--- src/verilog/usp_pkg.sv ---
// Constants and types shared by the serial port files
`default_nettype none
package usp_pkg;
  localparam int USP_DW = 8;
  localparam int USP_FIFO_DEPTH = 8;
  localparam int USP_LVL_W = 4;
  localparam int USP_CLK_HZ = 20000000;
  localparam int USP_OVS = 8;
  localparam int USP_ACT_MAX_BPS = 1850000;
  localparam int USP_LP_MAX_BAUD = 9600;
  // Smallest divider that still reaches the fastest active rate
  localparam int USP_MIN_DIV = USP_CLK_HZ / (USP_ACT_MAX_BPS * USP_OVS);
  localparam logic [15:0] USP_DIV_MIN = 16'(USP_MIN_DIV);
  localparam logic [2:0] USP_SMP_FIRST = 3'h3;
  localparam logic [2:0] USP_SMP_LAST = 3'h5;
  localparam logic [2:0] USP_BIT_LAST = 3'h7;
  localparam logic [4:0] USP_STOP_1 = 5'h08;
  localparam logic [4:0] USP_STOP_15 = 5'h0c;
  localparam logic [4:0] USP_STOP_2 = 5'h10;
  localparam logic [3:0] USP_FRAC_ONE = 4'hf;
  localparam int USP_WAKE_NEMPTY = 0;
  localparam int USP_WAKE_THD = 1;
  localparam int USP_WAKE_FULL = 2;
  typedef enum logic [1:0] {
    USP_PWR_ACTIVE = 2'h0, USP_PWR_SLEEP = 2'h1, USP_PWR_DEEP = 2'h2, USP_PWR_BACKUP = 2'h3
  } usp_pwr_t;
  typedef enum logic [2:0] {
    USP_PAR_NONE = 3'h0, USP_PAR_EVEN = 3'h1, USP_PAR_ODD = 3'h2,
    USP_PAR_MARK = 3'h3, USP_PAR_SPACE = 3'h4
  } usp_par_t;
  typedef enum logic [1:0] {
    USP_CHAR_5 = 2'h0, USP_CHAR_6 = 2'h1, USP_CHAR_7 = 2'h2, USP_CHAR_8 = 2'h3
  } usp_char_t;
  typedef enum logic [4:0] {
    USP_IDLE = 5'h01, USP_START = 5'h02, USP_DATA = 5'h04, USP_PAR = 5'h08, USP_STOP = 5'h10
  } usp_st_t;
endpackage
`default_nettype wire

--- src/verilog/usp_uart.sv ---
// Full-duplex serial port with low-power receive and DMA requests
`default_nettype none
// What this block does
// - Transmit and receive paths run at once, fully independent.
// - Each instance has its own configuration inputs and state.
// - Receiver keeps running in sleep, deep and backup modes up to 9600 baud.
// - In low power, valid characters enter the FIFO; enabled conditions wake.
// - Wake-up is selectable on several receive FIFO conditions.
// - Fractional divisor adds sixteenths of a cycle for low-rate accuracy.
// - Active mode reaches 2.5 Mbps with the smallest divider.
// - Character width selects 5 to 8 data bits.
// - Five-bit characters take 1 or 1.5 stop bits, others 1 or 2.
// - Parity is none, even, odd, mark or space.
// - Receiver flags parity errors, with bias, and frame errors.
// - Separate eight-byte transmit and receive FIFOs.
// - With flow control on, RTS and CTS pace characters both ways.
// - Separate DMA requests for receive and transmit FIFOs.
// - Each DMA channel has its own enable, set high to enable.
// - DMA requests only in active or sleep power modes.
// - Receive request when receive level reaches the threshold or above.
// - Transmit request when transmit level falls below the threshold.
// - Writes to a full transmit FIFO are ignored, level unchanged.
// - A valid frame arriving with receive FIFO full is dropped, overrun flagged.
module usp_uart
  import usp_pkg::*;
#(
  parameter int DEPTH = USP_FIFO_DEPTH,
  parameter bit LP_VARIANT = 1'b1
) (
  input wire logic I_CLK,
  input wire logic I_RESETN,
  input wire logic [15:0] I_BAUD_DIV,
  input wire logic I_FRAC_EN,
  input wire logic [3:0] I_FRAC,
  input wire usp_pkg::usp_char_t I_CHAR_SIZE,
  input wire logic I_STOP_LONG,
  input wire usp_pkg::usp_par_t I_PARITY,
  input wire logic I_PAR_BIAS,
  input wire usp_pkg::usp_pwr_t I_PWR_MODE,
  input wire logic [2:0] I_WAKE_EN,
  output logic O_WAKE,
  input wire logic I_HFC_EN,
  input wire logic I_CTS_N,
  output logic O_RTS_N,
  input wire logic I_RXD,
  output logic O_TXD,
  input wire logic I_TX_VALID,
  output logic O_TX_READY,
  input wire logic [7:0] I_TX_DATA,
  output logic O_RX_VALID,
  input wire logic I_RX_READY,
  output logic [7:0] O_RX_DATA,
  output logic O_RX_PERR,
  input wire logic I_TX_FLUSH,
  input wire logic I_RX_FLUSH,
  output logic [3:0] O_TX_LVL,
  output logic [3:0] O_RX_LVL,
  input wire logic [3:0] I_TX_THD,
  input wire logic [3:0] I_RX_THD,
  input wire logic I_DMA_TX_EN,
  input wire logic I_DMA_RX_EN,
  output logic O_DMA_TX_REQ,
  output logic O_DMA_RX_REQ,
  output logic O_RX_FERR_EV,
  output logic O_RX_PERR_EV,
  output logic O_RX_OVR_EV,
  output logic O_CTS_EV
);
  import usp_pkg::*;

  logic rxd_m_q, rxd_q, cts_m_q, cts_q, cts_old_q;
  logic [15:0] div_cnt_q;
  logic [3:0] acc_q;
  logic stretch_q, tick;
  logic [4:0] carry;
  usp_st_t rx_st_q, tx_st_q;
  logic [2:0] rx_ph_q, rx_bit_q, rx_smp_q, tx_bit_q;
  logic [7:0] rx_sr_q, tx_sr_q;
  logic rx_ferr_q, rx_par_q, tx_par_q;
  logic [4:0] tx_cnt_q, stop_ticks;
  logic [2:0] last_bit;
  logic maj, all0, all1;
  logic rx_done, rx_push, rx_push_rdy, tx_pop, tx_ok, low_pwr, dma_ok;
  logic [7:0] rx_data, tx_fifo_data;
  logic tx_fifo_valid, rxf_valid, rxf_take;
  logic [8:0] rxf_data;
  logic [3:0] rx_lvl, tx_lvl, rx_lvl_old_q, tx_lvl_old_q;
  logic exp_par_rx, exp_par_tx;

  // Pins from the outside pass two flops before use
  always_ff @(posedge I_CLK or negedge I_RESETN)
  begin
    if (!I_RESETN)
    begin
      rxd_m_q <= 1'b1;
      rxd_q <= 1'b1;
      cts_m_q <= 1'b1;
      cts_q <= 1'b1;
      cts_old_q <= 1'b1;
    end
    else
    begin
      rxd_m_q <= I_RXD;
      rxd_q <= rxd_m_q;
      cts_m_q <= I_CTS_N;
      cts_q <= cts_m_q;
      cts_old_q <= cts_q;
    end
  end

  // Oversample divider; fractional mode stretches some periods
  assign carry = {1'b0, acc_q} + {1'b0, I_FRAC};
  assign tick = (div_cnt_q <= 16'h0001) && !stretch_q;
  always_ff @(posedge I_CLK or negedge I_RESETN)
  begin
    if (!I_RESETN)
    begin
      div_cnt_q <= USP_DIV_MIN;
      acc_q <= '0;
      stretch_q <= 1'b0;
    end
    else if (stretch_q)
      stretch_q <= 1'b0;
    else if (tick)
    begin
      div_cnt_q <= (I_BAUD_DIV < USP_DIV_MIN) ? USP_DIV_MIN : I_BAUD_DIV;
      if (LP_VARIANT && I_FRAC_EN)
      begin
        acc_q <= carry[3:0];
        stretch_q <= carry[4];
      end
    end
    else
      div_cnt_q <= div_cnt_q - 16'h0001;
  end

  // Width, stop length and parity helpers
  assign last_bit = {1'b1, I_CHAR_SIZE};
  always_comb
  begin
    if (!I_STOP_LONG)
      stop_ticks = USP_STOP_1;
    else if (I_CHAR_SIZE == USP_CHAR_5)
      stop_ticks = USP_STOP_15;
    else
      stop_ticks = USP_STOP_2;
  end
  // Even parity over ones; bias counts zeros, which flips on odd widths
  function automatic logic par_bit(input logic [7:0] d, input usp_char_t cs, input usp_par_t pm,
                                   input logic bias);
    logic [7:0] m;
    logic p;
    m = 8'hff >> (3'h3 - 3'(cs));
    p = ^(d & m) ^ (bias & ~cs[0]);
    case (pm)
      USP_PAR_EVEN: par_bit = p;
      USP_PAR_ODD: par_bit = ~p;
      USP_PAR_MARK: par_bit = 1'b1;
      default: par_bit = 1'b0;
    endcase
  endfunction
  assign rx_data = rx_sr_q >> (3'h3 - 3'(I_CHAR_SIZE));
  assign exp_par_rx = par_bit(rx_data, I_CHAR_SIZE, I_PARITY, I_PAR_BIAS);
  assign exp_par_tx = par_bit(tx_sr_q, I_CHAR_SIZE, I_PARITY, I_PAR_BIAS);

  // Three samples per bit, taken at the middle of the bit
  assign maj = (rx_smp_q[0] & rx_smp_q[1]) | (rx_smp_q[1] & rx_smp_q[2])
             | (rx_smp_q[0] & rx_smp_q[2]);
  assign all0 = rx_smp_q == 3'h0;
  assign all1 = rx_smp_q == 3'h7;
  assign rx_done = tick && (rx_st_q == USP_STOP) && (rx_ph_q == USP_BIT_LAST);

  // Receive state machine; runs in every power mode
  always_ff @(posedge I_CLK or negedge I_RESETN)
  begin
    if (!I_RESETN)
    begin
      rx_st_q <= USP_IDLE;
      rx_ph_q <= '0;
      rx_bit_q <= '0;
      rx_smp_q <= '0;
      rx_sr_q <= '0;
      rx_ferr_q <= 1'b0;
      rx_par_q <= 1'b0;
    end
    else if (tick)
    begin
      rx_ph_q <= rx_ph_q + 3'h1;
      if (rx_ph_q >= USP_SMP_FIRST && rx_ph_q <= USP_SMP_LAST)
        rx_smp_q <= {rx_smp_q[1:0], rxd_q};
      case (rx_st_q)
        USP_IDLE:
        begin
          rx_ph_q <= '0;
          rx_ferr_q <= 1'b0;
          rx_par_q <= 1'b0;
          if (!rxd_q)
            rx_st_q <= USP_START;
        end
        USP_START:
          if (rx_ph_q == USP_BIT_LAST)
          begin
            rx_bit_q <= '0;
            // Start bit must read low on all three samples
            rx_st_q <= all0 ? USP_DATA : USP_IDLE;
          end
        USP_DATA:
          if (rx_ph_q == USP_BIT_LAST)
          begin
            rx_sr_q <= {maj, rx_sr_q[7:1]};
            rx_bit_q <= rx_bit_q + 3'h1;
            if (rx_bit_q == last_bit)
              rx_st_q <= (I_PARITY == USP_PAR_NONE) ? USP_STOP : USP_PAR;
          end
        USP_PAR:
          if (rx_ph_q == USP_BIT_LAST)
          begin
            rx_ferr_q <= !(all0 || all1);
            rx_par_q <= maj != exp_par_rx;
            rx_st_q <= USP_STOP;
          end
        USP_STOP:
          if (rx_ph_q == USP_BIT_LAST)
          begin
            rx_ferr_q <= rx_ferr_q || !all1;
            rx_st_q <= USP_IDLE;
          end
        default:
          rx_st_q <= USP_IDLE;
      endcase
    end
  end

  // Frame outcome: framing-error frames dropped, parity-error frames kept, full FIFO gives overrun
  assign rx_push = rx_done && all1 && !rx_ferr_q;
  always_ff @(posedge I_CLK or negedge I_RESETN)
  begin
    if (!I_RESETN)
    begin
      O_RX_FERR_EV <= 1'b0;
      O_RX_PERR_EV <= 1'b0;
      O_RX_OVR_EV <= 1'b0;
      O_CTS_EV <= 1'b0;
    end
    else
    begin
      O_RX_FERR_EV <= (rx_done && (rx_ferr_q || !all1))
                    || (tick && rx_st_q == USP_START && rx_ph_q == USP_BIT_LAST && !all0);
      O_RX_PERR_EV <= rx_push && rx_push_rdy && rx_par_q;
      O_RX_OVR_EV <= rx_push && !rx_push_rdy;
      O_CTS_EV <= I_HFC_EN && (cts_q != cts_old_q);
    end
  end

  // Receive FIFO; parity error travels with its character
  usp_fifo #(.W(9), .DEPTH(DEPTH), .LW(USP_LVL_W)) u_rx_fifo (
    .i_clk(I_CLK),
    .i_rst_n(I_RESETN),
    .i_flush(I_RX_FLUSH),
    .i_wr_valid(rx_push),
    .o_wr_ready(rx_push_rdy),
    .i_wr_data({rx_par_q, rx_data}),
    .o_rd_valid(rxf_valid),
    .i_rd_ready(rxf_take),
    .o_rd_data(rxf_data),
    .o_level(rx_lvl)
  );

  // Output buffer so a stalled reader never loses a word
  usp_buf2 #(.W(9)) u_rx_buf (
    .i_clk(I_CLK),
    .i_rst_n(I_RESETN),
    .i_flush(I_RX_FLUSH),
    .i_valid(rxf_valid),
    .o_ready(rxf_take),
    .i_data(rxf_data),
    .o_valid(O_RX_VALID),
    .i_ready(I_RX_READY),
    .o_data({O_RX_PERR, O_RX_DATA})
  );

  // Transmit FIFO; ready low when full so extra writes are ignored
  usp_fifo #(.W(8), .DEPTH(DEPTH), .LW(USP_LVL_W)) u_tx_fifo (
    .i_clk(I_CLK),
    .i_rst_n(I_RESETN),
    .i_flush(I_TX_FLUSH),
    .i_wr_valid(I_TX_VALID),
    .o_wr_ready(O_TX_READY),
    .i_wr_data(I_TX_DATA),
    .o_rd_valid(tx_fifo_valid),
    .i_rd_ready(tx_pop),
    .o_rd_data(tx_fifo_data),
    .o_level(tx_lvl)
  );

  // New character only when clear to send and not in deep or backup power mode
  assign low_pwr = I_PWR_MODE == USP_PWR_DEEP || I_PWR_MODE == USP_PWR_BACKUP;
  assign tx_ok = !low_pwr && (!I_HFC_EN || !cts_q);
  assign tx_pop = tick && (tx_st_q == USP_IDLE) && tx_fifo_valid && tx_ok && !I_TX_FLUSH;

  // Transmit state machine, eight ticks per bit
  always_ff @(posedge I_CLK or negedge I_RESETN)
  begin
    if (!I_RESETN)
    begin
      tx_st_q <= USP_IDLE;
      tx_cnt_q <= '0;
      tx_bit_q <= '0;
      tx_sr_q <= '0;
      tx_par_q <= 1'b0;
      O_TXD <= 1'b1;
    end
    else if (tick)
    begin
      tx_cnt_q <= tx_cnt_q + 5'h01;
      case (tx_st_q)
        USP_IDLE:
        begin
          O_TXD <= 1'b1;
          tx_cnt_q <= '0;
          if (tx_pop)
          begin
            tx_sr_q <= tx_fifo_data;
            O_TXD <= 1'b0;
            tx_st_q <= USP_START;
          end
        end
        USP_START:
          if (tx_cnt_q[2:0] == USP_BIT_LAST)
          begin
            tx_par_q <= exp_par_tx;
            tx_bit_q <= '0;
            O_TXD <= tx_sr_q[0];
            tx_st_q <= USP_DATA;
          end
        USP_DATA:
          if (tx_cnt_q[2:0] == USP_BIT_LAST)
          begin
            tx_bit_q <= tx_bit_q + 3'h1;
            tx_sr_q <= {1'b0, tx_sr_q[7:1]};
            O_TXD <= tx_sr_q[1];
            if (tx_bit_q == last_bit)
            begin
              tx_cnt_q <= '0;
              O_TXD <= (I_PARITY == USP_PAR_NONE) ? 1'b1 : tx_par_q;
              tx_st_q <= (I_PARITY == USP_PAR_NONE) ? USP_STOP : USP_PAR;
            end
          end
        USP_PAR:
          if (tx_cnt_q[2:0] == USP_BIT_LAST)
          begin
            tx_cnt_q <= '0;
            O_TXD <= 1'b1;
            tx_st_q <= USP_STOP;
          end
        USP_STOP:
          if (tx_cnt_q == stop_ticks - 5'h01)
            tx_st_q <= USP_IDLE;
        default:
          tx_st_q <= USP_IDLE;
      endcase
    end
  end

  // Previous levels, for the threshold crossing requests
  always_ff @(posedge I_CLK or negedge I_RESETN)
  begin
    if (!I_RESETN)
    begin
      rx_lvl_old_q <= '0;
      tx_lvl_old_q <= '0;
      O_DMA_RX_REQ <= 1'b0;
      O_DMA_TX_REQ <= 1'b0;
    end
    else
    begin
      rx_lvl_old_q <= rx_lvl;
      tx_lvl_old_q <= tx_lvl;
      // Raised on the crossing, held until the level moves back
      if (!(I_DMA_RX_EN && dma_ok) || rx_lvl < I_RX_THD)
        O_DMA_RX_REQ <= 1'b0;
      else if (rx_lvl != rx_lvl_old_q)
        O_DMA_RX_REQ <= 1'b1;
      if (!(I_DMA_TX_EN && dma_ok) || tx_lvl >= I_TX_THD)
        O_DMA_TX_REQ <= 1'b0;
      else if (tx_lvl != tx_lvl_old_q)
        O_DMA_TX_REQ <= 1'b1;
    end
  end
  assign dma_ok = I_PWR_MODE == USP_PWR_ACTIVE || I_PWR_MODE == USP_PWR_SLEEP;

  // Wake in any low-power mode on an enabled receive condition
  assign O_WAKE = LP_VARIANT && (I_PWR_MODE != USP_PWR_ACTIVE) && (
                  (I_WAKE_EN[USP_WAKE_NEMPTY] && rx_lvl != '0)
                  || (I_WAKE_EN[USP_WAKE_THD] && rx_lvl >= I_RX_THD)
                  || (I_WAKE_EN[USP_WAKE_FULL] && !rx_push_rdy));

  // Ask the far end to hold off once the receive FIFO is full
  assign O_RTS_N = I_HFC_EN && !rx_push_rdy;
  assign O_RX_LVL = rx_lvl;
  assign O_TX_LVL = tx_lvl;
endmodule
`default_nettype wire

--- src/verilog/usp_fifo.sv ---
// Synchronous FIFO with level count and flush
`default_nettype none
module usp_fifo #(
  parameter int W = 8,
  parameter int DEPTH = 8,
  parameter int LW = 4
) (
  input wire logic i_clk,
  input wire logic i_rst_n,
  input wire logic i_flush,
  input wire logic i_wr_valid,
  output logic o_wr_ready,
  input wire logic [W-1:0] i_wr_data,
  output logic o_rd_valid,
  input wire logic i_rd_ready,
  output logic [W-1:0] o_rd_data,
  output logic [LW-1:0] o_level
);
  localparam int AW = $clog2(DEPTH);
  localparam logic [AW-1:0] LAST = AW'(DEPTH - 1);
  logic [W-1:0] mem_q [DEPTH];
  logic [AW-1:0] wp_q;
  logic [AW-1:0] rp_q;
  logic [LW-1:0] cnt_q;
  logic wr;
  logic rd;

  // Writes while full are dropped here, leaving contents untouched
  assign o_wr_ready = cnt_q != LW'(DEPTH);
  assign o_rd_valid = cnt_q != '0;
  assign wr = i_wr_valid && o_wr_ready;
  assign rd = o_rd_valid && i_rd_ready;
  assign o_rd_data = mem_q[rp_q];
  assign o_level = cnt_q;

  // Pointers and count; flush empties without touching storage
  always_ff @(posedge i_clk or negedge i_rst_n)
  begin
    if (!i_rst_n)
    begin
      wp_q <= '0;
      rp_q <= '0;
      cnt_q <= '0;
    end
    else if (i_flush)
    begin
      wp_q <= '0;
      rp_q <= '0;
      cnt_q <= '0;
    end
    else
    begin
      if (wr)
        wp_q <= (wp_q == LAST) ? '0 : wp_q + 1'b1;
      if (rd)
        rp_q <= (rp_q == LAST) ? '0 : rp_q + 1'b1;
      if (wr && !rd)
        cnt_q <= cnt_q + 1'b1;
      else if (rd && !wr)
        cnt_q <= cnt_q - 1'b1;
    end
  end

  // Storage has no reset; unread entries are never shown
  always_ff @(posedge i_clk)
  begin
    if (wr && !i_flush)
      mem_q[wp_q] <= i_wr_data;
  end
endmodule
`default_nettype wire

--- src/verilog/usp_buf2.sv ---
// Two-entry buffer that absorbs a receiver stall
`default_nettype none
module usp_buf2 #(
  parameter int W = 9
) (
  input wire logic i_clk,
  input wire logic i_rst_n,
  input wire logic i_flush,
  input wire logic i_valid,
  output logic o_ready,
  input wire logic [W-1:0] i_data,
  output logic o_valid,
  input wire logic i_ready,
  output logic [W-1:0] o_data
);
  logic [W-1:0] d0_q;
  logic [W-1:0] d1_q;
  logic v0_q;
  logic v1_q;
  logic push;
  logic pop;

  assign o_ready = !v1_q;
  assign o_valid = v0_q;
  assign o_data = d0_q;
  assign push = i_valid && o_ready;
  assign pop = v0_q && i_ready;

  // Head and spare slot; the spare refills the head on a pop
  always_ff @(posedge i_clk or negedge i_rst_n)
  begin
    if (!i_rst_n)
    begin
      d0_q <= '0;
      d1_q <= '0;
      v0_q <= 1'b0;
      v1_q <= 1'b0;
    end
    else if (i_flush)
    begin
      v0_q <= 1'b0;
      v1_q <= 1'b0;
    end
    else if (pop)
    begin
      if (v1_q)
      begin
        d0_q <= d1_q;
        v1_q <= 1'b0;
      end
      else if (push)
        d0_q <= i_data;
      else
        v0_q <= 1'b0;
      if (v1_q && push)
      begin
        d1_q <= i_data;
        v1_q <= 1'b1;
      end
    end
    else if (push)
    begin
      if (!v0_q)
      begin
        d0_q <= i_data;
        v0_q <= 1'b1;
      end
      else
      begin
        d1_q <= i_data;
        v1_q <= 1'b1;
      end
    end
  end
endmodule
`default_nettype wire

--- config.mk ---
export PLATFORM = sky130hd
export DESIGN_NAME = usp_uart
export DESIGN_NICKNAME = d
export VERILOG_FILES = /design/src/verilog/usp_pkg.sv /design/src/verilog/usp_uart.sv /design/src/verilog/usp_fifo.sv /design/src/verilog/usp_buf2.sv
export SDC_FILE = /design/constraint.sdc
export NUM_CORES = 1
export LEC_CHECK = 0
export BUFFER_PORTS_ARGS = -buffer_cell sky130_fd_sc_hd__buf_2
export CORE_UTILIZATION = 62
export DETAILED_ROUTE_END_ITERATION = 7
export PLACE_DENSITY = 0.85
export SYNTH_ARGS = -nofsm -noshare
export SYNTH_HDL_FRONTEND = slang
export SYNTH_SLANG_ARGS = --single-unit
--- constraint.sdc ---
create_clock -name I_CLK -period 8.7 [get_ports I_CLK]
set_clock_uncertainty 0.2 [all_clocks]
set_input_delay 1.305 -clock I_CLK [delete_from_list [all_inputs] [get_ports I_CLK]]
set_output_delay 1.305 -clock I_CLK [all_outputs]
set_load 0.005 [all_outputs]
### Word-level counts from Yosys, hierarchy flattened

Memory sizes are Yosys's and may differ from the RTL's.
Index checks and enable logic that the tools add are counted.

* bits in registers: 127
* bits in writable memories: 136
* bits of input ports: 60
* output and inout port bits: 28
* logic and storage cells: 334
* memories kept: 2

* $add $sub $neg: 16
* $lt $le $gt $ge: 7
* eq/ne operators: 48
* shift operators: 2
* muxes and demuxes: 96
* bitwise logic cells: 15
* reductions and logical operators: 109

Memories
* u_rx_fifo.mem_q: words 8, width 9, rd ports 1, clocked after Yosys merged registers in 0, wr ports 1, line usp_fifo.sv:21 `logic [W-1:0] mem_q [DEPTH];`
* u_tx_fifo.mem_q: words 8, width 8, rd ports 1, clocked after Yosys merged registers in 0, wr ports 1, line usp_fifo.sv:21

Operators by type and width (number)
* $mux 5: 18
* $mux 9: 9
* $mux 3: 18
* $pmux 5 s5: 2
* $logic_and 1x1->1: 37
* $mux 16: 2
* $mux 1: 30
* $reduce_bool 2->1: 14
* $mux 4: 6
* $reduce_and 4->1: 6
* $ne 2x2->1 const B: 11
* $add 3x1->3 const B: 7
* $eq 3x3->1 const B: 7
* $logic_not 1->1: 18
* $and 8x8->8: 2
* $le 16x1->1 const B: 1
* $lt 16x1->1 const B: 1
* $mux 8: 2
* $pmux 8 s2: 1
* $reduce_xor 8->1: 2
* $sub 16x1->16 const B: 1
* $pmux 5 s3: 1
* $reduce_and 3->1: 5
* $reduce_bool 3->1: 5
* other kinds (43): 87

### Depth between registers and ports, before layout

Gate-level depths: netlist of the first run.

* depth after elaboration: 12
* mapped depth: 15
* gate-level depth less buffers: 14

### Modules after synthesis

A second synthesis of the first run with hierarchy kept.

* cell total of the unflattened synthesis: 964
* area total of the unflattened synthesis: 12582.1 um2

Modules (own cells, without submodules)
* usp_uart: times used 1, cells each 546, area each 5117.4 um2, seq. area each 2188.3 um2
* usp_fifo at u_rx_fifo: times used 1, cells each 185, area each 3397.0 um2, seq. area each 2412.3 um2
* usp_fifo at u_tx_fifo: times used 1, cells each 174, area each 3150.5 um2, seq. area each 2172.1 um2
* usp_buf2: times used 1, cells each 59, area each 917.1 um2, seq. area each 500.5 um2

### Worst setup path after synthesis of the first run

OpenSTA, ideal clock, no wires.

* path kind: in2out
* start point: input port I_RX_THD[1]
* end point: output port O_WAKE
* arrival time: 2326 ps
* required time: 7195 ps
* path slack: 4869 ps
* stages on the path: 9
* buffers on the path: 0
* path through: inv_1 ha_1 nor2b_1 o21ai_0 nand2b_1 a21oi_1 nand2_1 a21oi_1 nor2_1

* word-level cells in the longest chain between the ends: 5

Ends and longest elaborated chain
* start: declaration: line usp_uart.sv:59 `input wire logic [3:0] I_RX_THD,`
* $ge 4x4->1: line usp_uart.sv:395 `|| (I_WAKE_EN[USP_WAKE_THD] && rx_lvl >= I_RX_THD)`
* $logic_and 1x1->1: line usp_uart.sv:395
* $logic_or 1x1->1: line usp_uart.sv:395
* $logic_or 1x1->1: line usp_uart.sv:396 `|| (I_WAKE_EN[USP_WAKE_FULL] && !rx_push_rdy));`
* $logic_and 1x1->1: line usp_uart.sv:393 `assign O_WAKE = LP_VARIANT && (I_PWR_MODE != USP_PWR_ACTIVE) && (`
* end: declaration: line usp_uart.sv:41 `output logic O_WAKE,`

No other way between the ends.

### Worst setup path in the final report of the first run

Same ends and word-level chain as after synthesis.

==> results.toml, run 1 <==
[drt]
drt-initial-drc-count = 632
vias_per_cell = 6.07
ant_nets = 0
route.detailed.drc = 0
routed_wirelength_microns = 25800
vias = 8285
dr.pass1.iters = 7
wl_per_cell_microns = 18.9

[critical_path]
r2r_end = "u_tx_fifo.o_level[3]$_DFFE_PN0P_"
cp_slowest_stage_delay_ns = 0.28
crit_chain = "buf_2, inv_1, ha_1, nor2b_1, o21ai_0, nand2b_1, a21oi_1, nand2_1, a21oi_1, nor2_1, buf_2"
crit_type = "in -> out"
crit_required_ns = 7.19
r2r_start = "stretch_q$_DFF_PN0_"
crit_family = "compound AO/OA/AOI/OAI gates"
worst-path-buf-inv = 3
crit_arrival_ns = 2.66
path_depth = 11
crit_fanout = 2
endpoint_kind = "primary output"
r2r_cells = 12
worst_path_max_delay_cell = "ha_1"
rrSetupSlack_ns = 4.72
worstSetupStartpointType = "input port"

[clock_tree]
clkSlewWorstSetupHoldPaths_ns = 0.06
cts_max_level = 1
cts_tree = "built"
hold_buffers = 0
clock_latency_ns = 0.53
ctsLongestPathBuffers = 3
root_buffer = "clkbuf_16"
cts_inserted_buffers = 27
post_cts_buffers = 0
clkSinkCount = 263
cts-resized-gates = 0

[global_route]
overflow = 0
grt_antenna_before_repair = 1
grt_max_degree = 73
grt_pass1_wl_microns = 41900
grt_pass1_vias = 8228
track_usage_pct = 26.3

[die]
io_pins = 88
fp.dieW_microns = 144
core_area_sq_mm = 0.0197
rows = 51
start_util_pct = 63.9
die_area_sq_mm = 0.0208
die_h_microns = 144

[worst_hold_path]
min_path_cells = 0
hp-class = "reg -> reg"
hp-start = "rxd_m_q$_DFF_PN1_"
min_to = "rxd_q$_DFF_PN1_"

[sta]
final.period_utilization_pct = 47.9
slew_viol_final = 0
min_period_ns = 4.17
slew_headroom_pct = 25.4
fmax_mhz = 240
worst_slew_pin_slew_ns = 1.12
rsz0062_at_grt = "no"
setup_violations = 0
fin_setup_tns_ns = 0
hold_violations = 0

[cells_and_area]
diodes = 0
nets = 1177
final_area_sq_mm = 0.0141
drive_gt1_share_pct = 20.6
fin_util_pct = 71.8
area_growth_pct = 12.4
fillCellCount = 1328
layout.cells.non_filler = 1366

[synth]
synth_top_area_share_pct = 32.5
yosysSeqAreaShare_pct = 57.9
synth_top_area_cell = "edfxtp_1"
syn_area_sq_mm = 0.0126
syn-mean-instance-area_sq_um = 12.6
synth_commonest_cells = "edfxtp_1, dfrtp_1, nand2_1"
synth_edf_count = 136
synth_ff_type = "edfxtp_1"
ys_top_cells_by_area = "edfxtp_1, dfrtp_1, mux4_2"
ys_warn_count = 0
synth_cells = 996
yosysUniqueCellTypes = 79
synthesis.nets = 1093
async_reset_ff_share_pct = 48.3
synth.most_common_cell = "edfxtp_1"
synth_seq_cells = 263

[status]
status = "completed"

[place]
place.gp.congestion = 0.891
io_buffers = 87
dpl-instance-area_sq_mm = 0.0132
hpwl_microns = 16800
placed_cells = 1316

[pwr]
ir_drop_mv = 0.187
p_total_mw = 3.09
power.density_mw_per_mm2 = 219
p_leak_nw = 5.43

[flow_run]
drv_cap = 0
state kept, by name, indices dropped and copies added (netlist names), 3 cells and up:
signal             flops
tx_cnt_q               5
u_rx_fifo.o_level      4
u_tx_fifo.rp_q         3
acc_q                  4
tx_lvl_old_q           4
tx_sr_q                8
rx_sr_q                8
u_rx_buf.o_data        9
u_tx_fifo.mem_q       64
rx_bit_q               3
u_tx_fifo.wp_q         3
rx_lvl_old_q           4
rx_smp_q               3
u_tx_fifo.o_level      4
rx_st_q                5
tx_bit_q               3
u_rx_fifo.mem_q       72
rx_ph_q                3
div_cnt_q             16
u_rx_fifo.rp_q         3
u_rx_buf.d1_q          9
u_rx_fifo.wp_q         3
tx_st_q                5
metrics by stage:
| step | hold WS (ns) | setup slack (ns) |
|---|---|---|
| floorplan | 0.145 | 4.87 |
| global placement | 0.146 | 4.50 |
| detailed placement | 0.147 | 4.40 |
| CTS | 0.157 | 4.54 |
| global route | 0.158 | 4.37 |
| finish | 0.157 | 4.53 |
power breakdown:
part           internal [mW]  switching, mW  total (mW)
logic                  0.205          0.241       0.446
clock network          0.708          0.469        1.18
registers               1.39         0.0844        1.47
total                   2.30          0.794        3.09
worst max-delay path by stage:
stage,startpoint,endpoint
floorplan,I_RX_THD[1],O_WAKE
global placement,I_HFC_EN,u_tx_fifo.o_level[3]$_DFFE_PN0P_
detailed placement,I_HFC_EN,u_tx_fifo.o_level[3]$_DFFE_PN0P_
CTS,I_RX_THD[1],O_WAKE
global route,stretch_q$_DFF_PN0_,u_tx_fifo.o_level[3]$_DFFE_PN0P_
finish,I_RX_THD[1],O_WAKE
cells by family (layout without fill, tap and decap cells):
logic type | count (synthesis) | count (layout) | synth area share, %
compound gates | 192 | 192 | 9.18
simple gates | 298 | 298 | 12.2
fa+ha+maj | 38 | 38 | 3.94
flops | 263 | 263 | 57.9
mux | 92 | 92 | 11.4
xor+xnor | 40 | 40 | 2.79
buf+inv | 73 | 178 | 2.54
cell usage in the layout, fill, tap and decap left out, drive strengths merged, types with 4 or more instances in the layout:
cell type and count:
o22a 6, mux2i 30, xnor2 27, a211oi 6, nor4 17, nor2b 8, buf 97, a21o 7
nor3 28, nor3b 4, nand3 19, nand2b 8, clkinvlp 4, or2 6, clkbuf 36, dfstp 9
nor4b 5, edfxtp 136, dfrtp 118, o31ai 6, inv 32, nand2 82, bufinv 4, o21ai 70
a31oi 7, and3 8, ha 34, nand4 5, xor2 13, mux4 36, clkinv 5, nand3b 11
a21oi 62, mux2 26, and2 5, or3 4, nor2 76
per-layer routing:
metal	vias up	part of all wire (%)	track usage (%)
li1	3893	-	-
met1	4100	40	32.7
met2	236	53	47.3
met3	54	4.1	3.64
met4	2	2.9	8.37
met5	-	0.050	0
layout make-up:
cell class              instances  area [sq um]  area share [%]
flip-flops and latches        263          7270            51.5
multi-input cells             660          4970            35.2
clock buffers                  36           729            5.17
repair buffers                 97           517            3.66
well taps                     265           332            2.35
clock inverters                14           181            1.29
inverters                      31           116           0.824
Note: power is estimated with default switching activity, not from simulation.
==> run 2: changes to the inputs <==
--- a/config.mk
+++ b/config.mk
@@ -6,9 +6,9 @@
 export NUM_CORES = 1
 export LEC_CHECK = 0
 export BUFFER_PORTS_ARGS = -buffer_cell sky130_fd_sc_hd__buf_2
-export CORE_UTILIZATION = 62
+export CORE_UTILIZATION = 55
 export DETAILED_ROUTE_END_ITERATION = 7
-export PLACE_DENSITY = 0.85
+export PLACE_DENSITY = 0.8
 export SYNTH_ARGS = -nofsm -noshare
 export SYNTH_HDL_FRONTEND = slang
 export SYNTH_SLANG_ARGS = --single-unit
==> constraint.sdc (replaced) <==
create_clock -name I_CLK -period 3.4 [get_ports I_CLK]
set_clock_uncertainty 0.2 [all_clocks]
set_input_delay 0.51 -clock I_CLK [delete_from_list [all_inputs] [get_ports I_CLK]]
set_output_delay 0.51 -clock I_CLK [all_outputs]
set_load 0.005 [all_outputs]
==> run 2 against run 1 <==
Effect of this change:
- utilization down 6.4 points
- combinational power rose to 2.8 times the previous value
- clock-buffer cell count is 6 lower
- design area increased by 2.4%
- via count up 1.9%
- non-clock buffer count increased by 31
- cell count increased by 3.5%
- clock power grew to 2.7 times the previous value
- setup slack got worse by 4.3 ns
- die area increased by 13%
- critical endpoint is now u_tx_fifo.o_level[3]$_DFFE_PN0P_
==> results.toml, run 2 (same netlist as run 1, synthesis figures left out) <==
[status]
status = "completed"

[cells_and_area]
multi_input_area_sq_mm = 0.00498
area_growth_pct = 15.1
nets = 1209
final_common_cell = "edfxtp_1"
final_area_sq_mm = 0.0145
drive_gt1_share_pct = 23.2
regMostFlops = "u_rx_fifo.mem_q"
final_cell_mix = "edfxtp_1, dfrtp_1, buf_2, nand2_1, nor2_1"
diodes = 0
area.sequential_sq_mm = 0.00727
largestRegisters = "u_rx_fifo.mem_q (72), u_tx_fifo.mem_q (64), div_cnt_q (16)"
fillCellCount = 1573
largest_reg_flops = 72

[drt]
wl_per_cell_microns = 18.4
drt-initial-drc-count = 539
dr.pass1.iters = 5
ant_nets = 0
route.detailed.drc = 0
vias_per_cell = 5.97
vias = 8446
routed_wirelength_microns = 26000

[clock_tree]
ctsLongestPathBuffers = 3
cts_max_level = 1
cts_tree = "built"
cts_inserted_buffers = 28
root_buffer = "clkbuf_16"
clock_latency_ns = 0.54
clkSinkCount = 263
clkSlewWorstSetupHoldPaths_ns = 0.06

[critical_path]
crit_fanout = 5
rrSetupSlack_ns = 0.21
worstSetupStartpointType = "flop"
critPathLaunch = "div_cnt_q[6]$_DFFE_PN0N_"
r2r_end = "u_tx_fifo.o_level[3]$_DFFE_PN0P_"
crit_required_ns = 3.61
endpoint_kind = "flop"
crit_type = "reg -> reg"
r2r_start = "div_cnt_q[6]$_DFFE_PN0N_"
worstSetupEndpoint = "u_tx_fifo.o_level[3]$_DFFE_PN0P_"
r2r_cells = 12
crit_arrival_ns = 3.40

[global_route]
use_met3_pct = 2.86
grt_antenna_before_repair = 1
grtUsageMet2_pct = 40.1
overflow = 0
met1_usage_pct = 29.4
grt_max_degree = 101
grt_busiest_layer = "met2"
grt_pass1_wl_microns = 43100
grt_pass1_vias = 8619
track_usage_pct = 22.9

[die]
core_area_sq_mm = 0.0221
fp.dieW_microns = 153
rows = 54
die_h_microns = 153
die_area_sq_mm = 0.0234
io_pins = 88
start_util_pct = 56.9

[sta]
final.period_utilization_pct = 93.7
worst_slew_pin_slew_ns = 0.923
slew_viol_final = 0
fin_setup_tns_ns = 0
slew_headroom_pct = 38.5
setup_violations = 0
hold_violations = 0
worst_hold_slack_ns = 0.0194
min_period_ns = 3.19
fmax_mhz = 314
rsz0062_at_grt = "no"

[flow_run]
drv_cap = 0

[worst_hold_path]
hp-class = "in -> reg"

[pwr]
ir_drop_mv = 0.404
power.density_mw_per_mm2 = 561
p_leak_nw = 5.63

[place]
io_buffers = 87
place.gp.congestion = 0.858
hpwl_microns = 17400
dpl-instance-area_sq_mm = 0.0134
==> run 2: cell types whose count changed in the layout (fill, tap and decap cells not counted), sizes merged <==
cell,before,now
bufinv,4,5
clkbuf,36,30
clkinvlp,4,2
dlygate4sd3,0,4
inv,32,31
clkinv,5,15
buf,97,124
==> run 2: stage by stage <==
| step | instances | utilization, % | setup WS (ns) | power (mW) |
|---|---|---|---|---|
| 2_1_floorplan | 996 | - | 0.0205 | 4.57 |
| 3_3_place_gp | 1358 | 60.8 | 0.195 | 4.94 |
| 3_5_place_dp | 1358 | 60.8 | 0.104 | 5.00 |
| 4_1_cts | 1414 | 65.4 | 0.0149 | 8.18 |
| 5_1_grt | 1414 | 65.5 | 0.0175 | 8.47 |
| 6_report | 1414 | 65.5 | 0.214 | 8.11 |
==> run 2: what timing repair did <==
item | CTS | global route
gates resized for setup | 0 | 5
buffers inserted | 0 | 0
setup endpoints to repair | 0 | 58
hold buffers | 4 | 0
endpoints found under the hold margin | 96 | 0
==> run 2: worst min-delay path by stage <==
stage,startpoint,to,cells past startpoint
2_1_floorplan,I_RESETN,O_CTS_EV$_DFF_PN0_,0
3_3_place_gp,rxd_m_q$_DFF_PN1_,rxd_q$_DFF_PN1_,0
3_5_place_dp,rxd_m_q$_DFF_PN1_,rxd_q$_DFF_PN1_,0
4_1_cts,I_HFC_EN,O_CTS_EV$_DFF_PN0_,2
5_1_grt,I_HFC_EN,O_CTS_EV$_DFF_PN0_,2
6_report,I_HFC_EN,O_CTS_EV$_DFF_PN0_,2
==> run 2: where the power goes <==
group	switching, mW	internal, mW	total [mW]
combinational	0.677	0.556	1.23
sequential	0.170	3.55	3.71
clock	1.24	1.93	3.16
total	2.09	6.03	8.11
==> run 2: final cells by class <==
| type | instances | share of cell area [%] |
|---|---|---|
| clock inverter | 22 | 1.64 |
| clock buffer | 30 | 5.04 |
| multi-input combinational | 660 | 34.5 |
| timing repair buffer | 128 | 5.34 |
| inverter | 31 | 0.804 |
| tap | 280 | 2.42 |
| sequential | 263 | 50.3 |
==> run 2: per-layer routing <==
layer  part of all wire, %  vias to the layer above
met2                    51                      209
met3                   4.1                       67
met4                   2.9                        2
met5                 0.038                        -
li1                      -                     3958
met1                    42                     4210
==> run 2: critical path, stage by stage, from the launching register on <==
cell,delay (ns)
dfrtp_1,0.42
or4_4,0.57
nor4_4,0.24
and2_2,0.28
nand3_1,0.16
nand3_1,0.18
ha_1,0.26
a21o_1,0.18
a21oi_1,0.15
nand2_1,0.07
mux2i_1,0.16
xnor2_1,0.13
nor2_1,0.05
